File: src/stcd_pkg.sv
// Constants for the SCSI target command decoder
`default_nettype none
package stcd_pkg;
   localparam logic [7:0] ADR_CORE_STATE = 8'h50;
   localparam logic [7:0] ADR_COMMAND    = 8'h53;
   localparam logic [7:0] ADR_DATA_DRIVE = 8'h57;
   localparam logic [7:0] ADR_CTRL_DRIVE = 8'h5E;
   localparam logic [7:0] ADR_EVENT_2    = 8'h72;
   localparam int BIT_RUNNING  = 0;
   localparam int BIT_CTRL_EN  = 1;
   localparam int BIT_DATA_EN  = 2;
   localparam int BIT_DONE     = 7;
   localparam int BIT_IGNORED  = 6;
   localparam logic [7:0] RESET_VALUE = 8'h00;
   localparam logic [1:0] CAT_HOUSE  = 2'h0;
   localparam logic [1:0] CAT_DISC   = 2'h1;
   localparam logic [1:0] CAT_TARGET = 2'h2;
   localparam logic [1:0] CAT_STREAM = 2'h3;
   localparam logic [7:0] CMD_NOP        = 8'h00;
   localparam logic [7:0] CMD_CHIP_RESET = 8'h01;
   localparam logic [7:0] CMD_FLUSH      = 8'h03;
   localparam logic [7:0] CMD_CTRL_ON    = 8'h04;
   localparam logic [7:0] CMD_CTRL_OFF   = 8'h05;
   localparam logic [7:0] CMD_DATA_ON    = 8'h06;
   localparam logic [7:0] CMD_DATA_OFF   = 8'h07;
   localparam logic [7:0] CMD_SEL_ON     = 8'h08;
   localparam logic [7:0] CMD_SEL_OFF    = 8'h09;
   localparam logic [5:0] DISC_LAST      = 6'h03;
   localparam logic [3:0] TGT_RSVD_A     = 4'h2;
   localparam logic [3:0] TGT_RSVD_B     = 4'h3;
   localparam logic [3:0] TGT_SEQ_FIRST  = 4'h8;
   localparam logic [3:0] TGT_SEQ_LAST   = 4'hC;
   localparam logic [5:0] STREAM_LAST    = 6'h04;
   localparam int CLK_PERIOD_NS  = 50;
   localparam int CMD_GAP_NS     = 150;
   localparam int CMD_GAP_CYCLES = (CMD_GAP_NS + CLK_PERIOD_NS - 1) / CLK_PERIOD_NS;
   typedef enum logic [1:0] {ST_IDLE, ST_EXEC, ST_MICRO} stcd_state_e;
endpackage : stcd_pkg
`default_nettype wire

File: src/stcd_hold_timer.sv
// Down counter that holds a busy flag for a set number of cycles
`default_nettype none
module stcd_hold_timer #(
   parameter int CYCLES = 3
) (
   input  wire logic clk_i,
   input  wire logic rst_n_i,
   input  wire logic start_i,
   output var  logic busy_o
);
   localparam int W = $clog2(CYCLES + 1);
   logic [W-1:0] cnt_q;
   always_ff @(posedge clk_i or negedge rst_n_i) begin
      if (!rst_n_i) begin
         cnt_q  <= '0;
         busy_o <= 1'b0;
      end else if (start_i) begin
         cnt_q  <= W'(CYCLES - 1);
         busy_o <= 1'b1;
      end else if (cnt_q != '0) begin
         cnt_q  <= cnt_q - W'(1);
      end else begin
         busy_o <= 1'b0;
      end
   end
endmodule : stcd_hold_timer
`default_nettype wire

File: src/stcd_rst_sync.sv
// Two-flop release of the asynchronous reset
`default_nettype none
module stcd_rst_sync (
   input  wire logic clk_i,
   input  wire logic reset_n_i,
   output var  logic rst_n_o
);
   logic meta_q;
   always_ff @(posedge clk_i or negedge reset_n_i) begin
      if (!reset_n_i) begin
         meta_q  <= 1'b0;
         rst_n_o <= 1'b0;
      end else begin
         meta_q  <= 1'b1;
         rst_n_o <= meta_q;
      end
   end
endmodule : stcd_rst_sync
`default_nettype wire

File: src/stcd_top.sv
// Command front end of the SCSI target core
// What this block does
// - Category 00 commands run in any state
// - Category 01 runs only while disconnected
// - Category 10 runs only in target mode
// - Sequence codes 8 to C need bits 5:4 zero
// - Stream codes 0 to 4, other bits zero
// - No-op only raises function done
// - Running flag high until the command completes or is ignored
// - Chip reset clears the block registers
// - Chip reset decoded in hardware, aborts command
// - Flush empties the FIFO, no interrupt
// - Assert control drives set bits at once
// - Microcode status meaningless for housekeeping commands
// - Release control stops drive, keeps register
// - Assert data drives data register, bypasses FIFO
//
// Local design decision: strobed register access.
`default_nettype none
module stcd_top (
   input  wire logic       clk_i,
   input  wire logic       reset_n_i,
   input  wire logic [7:0] addr_i,
   input  wire logic [7:0] wdata_i,
   input  wire logic       wr_i,
   input  wire logic       rd_i,
   output var  logic [7:0] rdata_o,
   input  wire logic       disconnected_i,
   input  wire logic       target_mode_i,
   input  wire logic       micro_done_i,
   output var  logic [7:0] micro_cmd_o,
   output var  logic       micro_start_o,
   output var  logic       chip_reset_o,
   output var  logic       fifo_flush_o,
   output var  logic       fifo_bypass_o,
   output var  logic [7:0] ctrl_line_o,
   output var  logic [7:0] data_line_o,
   output var  logic       data_line_oe_o,
   output var  logic       wait_request_o
);
   ////////////////////////////////////////////////////////////////////////
   logic                 rst_n;
   stcd_pkg::stcd_state_e state_q;
   logic [7:0]           cmd_q;
   logic                 running_q;
   logic                 ctrl_en_q;
   logic [7:0]           ctrl_q;
   logic [7:0]           data_q;
   logic [1:0]           ev_q;
   logic                 cmd_wr;
   logic                 chip_rst;
   logic                 accept;
   logic                 allowed;
   logic [1:0]           cat;
   logic [5:0]           low;

   stcd_rst_sync u_rst (
      .clk_i     (clk_i),
      .reset_n_i (reset_n_i),
      .rst_n_o   (rst_n)
   );

   assign cmd_wr   = wr_i && (addr_i == stcd_pkg::ADR_COMMAND);
   // Decoded straight off the bus so it works even mid-command
   assign chip_rst = cmd_wr && (wdata_i == stcd_pkg::CMD_CHIP_RESET);
   // A command write while busy is dropped unless it is chip reset; the issuer is meant to wait anyway
   assign accept   = cmd_wr && !chip_rst && (state_q == stcd_pkg::ST_IDLE);
   assign cat      = cmd_q[7:6];
   assign low      = cmd_q[5:0];

   ////////////////////////////////////////////////////////////////////////
   always_comb begin
      allowed = 1'b0;
      case (cat)
         stcd_pkg::CAT_HOUSE:
            allowed = (cmd_q <= stcd_pkg::CMD_SEL_OFF) && (cmd_q != 8'h02);
         stcd_pkg::CAT_DISC:
            allowed = disconnected_i && (low <= stcd_pkg::DISC_LAST);
         stcd_pkg::CAT_TARGET: begin
            if (low[3:0] < stcd_pkg::TGT_SEQ_FIRST) begin
               allowed = target_mode_i && (low[3:0] != stcd_pkg::TGT_RSVD_A)
                         && (low[3:0] != stcd_pkg::TGT_RSVD_B);
            end else begin
               allowed = target_mode_i && (low[5:4] == 2'h0)
                         && (low[3:0] <= stcd_pkg::TGT_SEQ_LAST);
            end
         end
         default:
            allowed = (low <= stcd_pkg::STREAM_LAST);
      endcase
   end

   ////////////////////////////////////////////////////////////////////////
   always_ff @(posedge clk_i or negedge rst_n) begin
      if (!rst_n) begin
         state_q       <= stcd_pkg::ST_IDLE;
         cmd_q         <= stcd_pkg::RESET_VALUE;
         running_q     <= 1'b0;
         micro_start_o <= 1'b0;
         micro_cmd_o   <= stcd_pkg::RESET_VALUE;
      end else if (chip_rst) begin
         state_q       <= stcd_pkg::ST_IDLE;
         cmd_q         <= stcd_pkg::RESET_VALUE;
         running_q     <= 1'b0;
         micro_start_o <= 1'b0;
      end else begin
         micro_start_o <= 1'b0;
         case (state_q)
            stcd_pkg::ST_IDLE: begin
               if (accept) begin
                  cmd_q     <= wdata_i;
                  running_q <= 1'b1;
                  state_q   <= stcd_pkg::ST_EXEC;
               end
            end
            stcd_pkg::ST_EXEC: begin
               if (allowed && (cat != stcd_pkg::CAT_HOUSE
                               || cmd_q == stcd_pkg::CMD_SEL_ON
                               || cmd_q == stcd_pkg::CMD_SEL_OFF)) begin
                  micro_cmd_o   <= cmd_q;
                  micro_start_o <= 1'b1;
                  state_q       <= stcd_pkg::ST_MICRO;
               end else begin
                  running_q <= 1'b0;
                  state_q   <= stcd_pkg::ST_IDLE;
               end
            end
            stcd_pkg::ST_MICRO: begin
               if (micro_done_i) begin
                  running_q <= 1'b0;
                  state_q   <= stcd_pkg::ST_IDLE;
               end
            end
            default: state_q <= stcd_pkg::ST_IDLE;
         endcase
      end
   end

   ////////////////////////////////////////////////////////////////////////
   logic exec_house;
   assign exec_house = (state_q == stcd_pkg::ST_EXEC) && allowed && (cat == stcd_pkg::CAT_HOUSE);

   always_ff @(posedge clk_i or negedge rst_n) begin
      if (!rst_n) begin
         ctrl_en_q     <= 1'b0;
         fifo_bypass_o <= 1'b0;
         fifo_flush_o  <= 1'b0;
      end else if (chip_rst) begin
         ctrl_en_q     <= 1'b0;
         fifo_bypass_o <= 1'b0;
         fifo_flush_o  <= 1'b0;
      end else begin
         fifo_flush_o <= exec_house && (cmd_q == stcd_pkg::CMD_FLUSH);
         if (exec_house && cmd_q == stcd_pkg::CMD_CTRL_ON) begin
            ctrl_en_q <= 1'b1;
         end else if (exec_house && cmd_q == stcd_pkg::CMD_CTRL_OFF) begin
            ctrl_en_q <= 1'b0;
         end
         if (exec_house && cmd_q == stcd_pkg::CMD_DATA_ON) begin
            fifo_bypass_o <= 1'b1;
         end else if (exec_house && cmd_q == stcd_pkg::CMD_DATA_OFF) begin
            fifo_bypass_o <= 1'b0;
         end
      end
   end

   // Drive registers; release keeps their content
   always_ff @(posedge clk_i or negedge rst_n) begin
      if (!rst_n) begin
         ctrl_q <= stcd_pkg::RESET_VALUE;
         data_q <= stcd_pkg::RESET_VALUE;
      end else if (chip_rst) begin
         ctrl_q <= stcd_pkg::RESET_VALUE;
         data_q <= stcd_pkg::RESET_VALUE;
      end else if (wr_i && addr_i == stcd_pkg::ADR_CTRL_DRIVE) begin
         ctrl_q <= wdata_i;
      end else if (wr_i && addr_i == stcd_pkg::ADR_DATA_DRIVE) begin
         data_q <= wdata_i;
      end
   end

   // Pins follow the registers one cycle later, no gating by command state
   always_ff @(posedge clk_i or negedge rst_n) begin
      if (!rst_n) begin
         ctrl_line_o    <= stcd_pkg::RESET_VALUE;
         data_line_o    <= stcd_pkg::RESET_VALUE;
         data_line_oe_o <= 1'b0;
      end else begin
         ctrl_line_o    <= ctrl_en_q ? ctrl_q : stcd_pkg::RESET_VALUE;
         data_line_o    <= data_q;
         data_line_oe_o <= fifo_bypass_o;
      end
   end

   ////////////////////////////////////////////////////////////////////////
   logic done_set;
   logic ign_set;
   logic [1:0] ev_clr;
   assign done_set = (state_q == stcd_pkg::ST_MICRO && micro_done_i)
                     || (exec_house && cmd_q == stcd_pkg::CMD_NOP);
   assign ign_set  = (state_q == stcd_pkg::ST_EXEC) && !allowed;
   assign ev_clr   = (wr_i && addr_i == stcd_pkg::ADR_EVENT_2)
                     ? {wdata_i[stcd_pkg::BIT_DONE], wdata_i[stcd_pkg::BIT_IGNORED]} : 2'h0;

   // Set beats a write-one clear in the same cycle
   always_ff @(posedge clk_i or negedge rst_n) begin
      if (!rst_n) begin
         ev_q <= 2'h0;
      end else if (chip_rst) begin
         ev_q <= 2'h0;
      end else begin
         ev_q <= (ev_q & ~ev_clr) | {done_set, ign_set};
      end
   end

   ////////////////////////////////////////////////////////////////////////
   logic gap_start;
   logic gap_busy;
   assign gap_start = accept || chip_rst;

   stcd_hold_timer #(.CYCLES(stcd_pkg::CMD_GAP_CYCLES)) u_gap (
      .clk_i   (clk_i),
      .rst_n_i (rst_n),
      .start_i (gap_start),
      .busy_o  (gap_busy)
   );

   always_ff @(posedge clk_i or negedge rst_n) begin
      if (!rst_n) begin
         wait_request_o <= 1'b0;
         chip_reset_o   <= 1'b0;
      end else begin
         // One pin for every command, so software need not know which ones interrupt
         wait_request_o <= gap_start || gap_busy;
         chip_reset_o   <= chip_rst;
      end
   end

   ////////////////////////////////////////////////////////////////////////
   always_ff @(posedge clk_i or negedge rst_n) begin
      if (!rst_n) begin
         rdata_o <= stcd_pkg::RESET_VALUE;
      end else if (rd_i) begin
         if (addr_i == stcd_pkg::ADR_CORE_STATE) begin
            rdata_o <= {5'h00, fifo_bypass_o, ctrl_en_q, running_q};
         end else if (addr_i == stcd_pkg::ADR_CTRL_DRIVE) begin
            rdata_o <= ctrl_q;
         end else if (addr_i == stcd_pkg::ADR_DATA_DRIVE) begin
            rdata_o <= data_q;
         end else if (addr_i == stcd_pkg::ADR_EVENT_2) begin
            rdata_o <= {ev_q, 6'h00};
         end else begin
            rdata_o <= stcd_pkg::RESET_VALUE;
         end
      end else begin
         rdata_o <= stcd_pkg::RESET_VALUE;
      end
   end
endmodule : stcd_top
`default_nettype wire

File: config.mk
export PLATFORM = sky130hd
export DESIGN_NAME = stcd_top
export DESIGN_NICKNAME = d
export VERILOG_FILES = /design/src/stcd_pkg.sv /design/src/stcd_hold_timer.sv /design/src/stcd_rst_sync.sv /design/src/stcd_top.sv
export SDC_FILE = /design/constraint.sdc
export NUM_CORES = 1
export LEC_CHECK = 0
export BUFFER_PORTS_ARGS = -buffer_cell sky130_fd_sc_hd__buf_2
export CORE_MARGIN = 2
export CORE_UTILIZATION = 30
export DETAILED_ROUTE_END_ITERATION = 8
export PLACE_DENSITY = 0.55
export SYNTH_ARGS = -nofsm -noshare
export SYNTH_HDL_FRONTEND = slang
export SYNTH_SLANG_ARGS = --single-unit
File: constraint.sdc
create_clock -name clk_i -period 2.55 [get_ports clk_i]
set_clock_uncertainty 0.15 [all_clocks]
set_input_delay 0 -clock clk_i [delete_from_list [all_inputs] [get_ports clk_i]]
set_output_delay 0 -clock clk_i [all_outputs]
set_load 0.05 [all_outputs]
==> impl_metrics.csv <==
group,metric,value,unit
die,die_w,103.8,µm
setup_path,cp-start-kind,"flip-flop",
synth,syn-num-nets,262,
drt,viasPerCell,4.837,
finish,syn_to_final_growth,28.42,%
finish,antennaDiodeCount,0,
sta,finalHoldViolCount,0,
clocking,htreeDepth,3,
finish,multi_input_area,1071,µm²
synth,yosys-top-cells-count,"dfrtp_1 (73), a22o_1 (21), nor2_1 (20)",
clocking,clk_latency,0.34,ns
synth,ys_warn_count,0,
clocking,cts_made_buffers,9,
synth,async_reset_ff_share,100.0,%
drt,wl_per_cell,15.78,µm
die,core,9729,µm²
global_routing,antenna_found_initial,0,
synth,synthesis.area,2989,µm²
drt,totalWireLength,7.163,mm
place,portBuffers,60,
die,die-area,10780,µm²
setup_path,crit_path_top_delay_cell,"or4_4",
sta,rsz0062_at_grt,"false",
clocking,root_buffer,"clkbuf_8",
setup_path,cp.required,2.63,ns
sta,fin_tns_setup,0,ns
clocking,cts_buffer_depth,2,
power_and_ir_drop,p_leak,1.943,nW
place,routabilityCongestion,0.7754,
outcome,status,"complete, no violations",
sta,finalCritPeriodShare,94.19,%
setup_path,worstSetupPathType,"flip-flop to flip-flop",
die,num_rows,36,
clocking,clock_sinks,73,
finish,nFillCells,983,
job,drv_cap,0,
die,fp.dieH,103.8,µm
setup_path,path_delay_family,"simple AND/OR/NAND/NOR gates",
clocking,path_clk_slew,0.08,ns
synth,netlist_instances,234,
finish,nNetsFinal,344,
drt,first_pass_iters,6,
synth,avgSynthCellArea,12.77,µm²
synth,ys_top_cells_by_area,"dfrtp_1 (61%), a22o_1 (6.2%), mux2_4 (3.5%)",
global_routing,grt_pass1_vias,2289,
sta,setup_viol,0,
drt,drtAntennaViolNets,0,
synth,synthFlopType,"dfrtp_1",
synth,ys_types,47,
place,placed_area,3468,µm²
finish,drive_above_1_share,30.22,%
global_routing,grt_use_total,14.00,%
die,pin_count,61,
synth,synth_top_cell_area_share,61.11,%
die,initial_utilization,30.72,%
finish,register_area,1828,µm²
sta,tightestPinTransition,0.7228,ns
setup_path,crit_chain,"nor3b_1 > o221ai_1 > a22o_1 > or4_4 > mux2_4",
setup_path,critPathMaxStageDelay,0.62,ns
power_and_ir_drop,vdd_drop_max,0.2669,mV
global_routing,grt_max_degree,72,
drt,drt_iter0_markers,122,
sta,max_freq,416.3,MHz
power_and_ir_drop,power_density,725.3,nW/µm²
synth,yosysSeqAreaShare,61.11,%
setup_path,crit_buf_inv,0,
drt,drc,0,
place,dpl.hpwl,4.931,mm
synth,yosys.area.top_type,"dfrtp_1",
drt,num_vias,2196,
setup_path,worstPathMaxFanout,11,
sta,slew_violations,0,
synth,yosysMostFrequentCell,"dfrtp_1",
hold_path,worstHoldPathType,"input pin to flip-flop",
setup_path,critPathArrivalTime,2.48,ns
finish,fin_area,3839,µm²
synth,ys_ff_latch,73,
global_routing,grt_pass1_wl,12.03,mm
setup_path,cp-end-kind,"flip-flop",
clocking,cts_tree,"built",
sta,slew_headroom,51.37,%
sta,period_minus_slack,2.402,ns
synth,synth_edf_count,0,
global_routing,overflow,0,
sequential cells by signal (all words and copies together), names as in the netlist, 2 cells and up:
signal and count:
cmd_q 8, ctrl_line_o 8, ctrl_q 8, data_line_o 8
data_q 8, micro_cmd_o 8, rdata_o 8, ev_q 2
state_q 2, u_gap.cnt_q 2
final cells by class:
cell class,instances,area share (%)
Clock buffer,12,4.042
Clock inverter,4,1.956
Inverter,10,0.9778
Multi-Input combinational cell,141,27.90
Sequential cell,73,47.62
Tap cell,133,4.335
Timing Repair Buffer,81,13.17
where the power goes:
| part | total, mW | switching [mW] | internal [mW] |
|---|---|---|---|
| clock | 1.04 | 0.432 | 0.605 |
| combinational | 0.458 | 0.281 | 0.177 |
| sequential | 1.29 | 0.0543 | 1.23 |
cells by family after synthesis:
group	after synthesis	synth area share, %
XOR/XNOR	1	0.2931
buffers and inverters	20	3.055
other	1	0.1255
flip-flops	73	61.11
adder cells (fa/ha/maj)	5	2.093
multiplexers	16	6.614
AO/OA/AOI/OAI	46	12.81
AND/OR/NAND/NOR	72	13.90
through the flow:
step | setup slack [ns] | cells | hold WS [ns] | utilization (%) | power, mW
detailed placement | 0.1873 | 424 | -0.3641 | 35.65 | 1.757
CTS | 0.1664 | 454 | 0.06739 | 39.45 | 2.811
global placement | 0.2344 | 424 | -0.3649 | 35.65 | 1.743
global route | 0.07452 | 454 | 0.1337 | 39.45 | 2.913
floorplan | 0.2165 | 234 | -0.4456 | - | 1.628
finish | 0.1481 | 454 | 0.08434 | 39.45 | 2.784
worst paths after layout:
kind	to	depth (start not counted)	startpoint	slack, ns
worst max-delay path	micro_cmd_o[6]	5	cmd_q[7]	0.15
worst min-delay path	ev_q[0]	6	addr_i[1]	0.08
worst max register to register	micro_cmd_o[6]	5	cmd_q[7]	0.15
worst min register to register	data_line_o[1]	1	u_rst.rst_n_o	0.13
max in group asynchronous	u_rst.rst_n_o	3	reset_n_i	1.76
min in group asynchronous	data_line_o[1]	1	u_rst.rst_n_o	0.13
layer usage:
layer	vias to the layer above	track usage (%)	share of wire [%]
li1	1018	-	-
met1	1098	20.29	49
met2	64	20.39	44
met3	16	2.958	5.2
met4	0	5.598	1.8
met5	-	0	0
worst reg2reg max path, delay by kind of cell (launching register included):
| family | cells | cell delay (ns) |
|---|---|---|
| AO/OA/AOI/OAI | 2 | 0.39 |
| flip-flops | 1 | 0.51 |
| multiplexers | 1 | 0.34 |
| AND/OR/NAND/NOR | 2 | 0.90 |
what timing repair did:
item / 4_1_cts / 5_1_grt
hold buffers: 14 / 0
buffers inserted: 0 / 0
hold endpoints to repair: 37 / 0
resized for setup: 0 / 0
endpoints found under the setup margin: 0 / 0
cell usage in the layout (no fill, tap or decap), types with 7 or more instances in the layout:
master,count
mux2i_1,7
clkbuf_8,11
and2_1,8
dlygate4sd3_1,14
dfrtp_1,72
buf_2,60
nor2_1,20
a22o_1,21
inv_1,10
mux2_4,7
(Power assumes the default switching activity.)
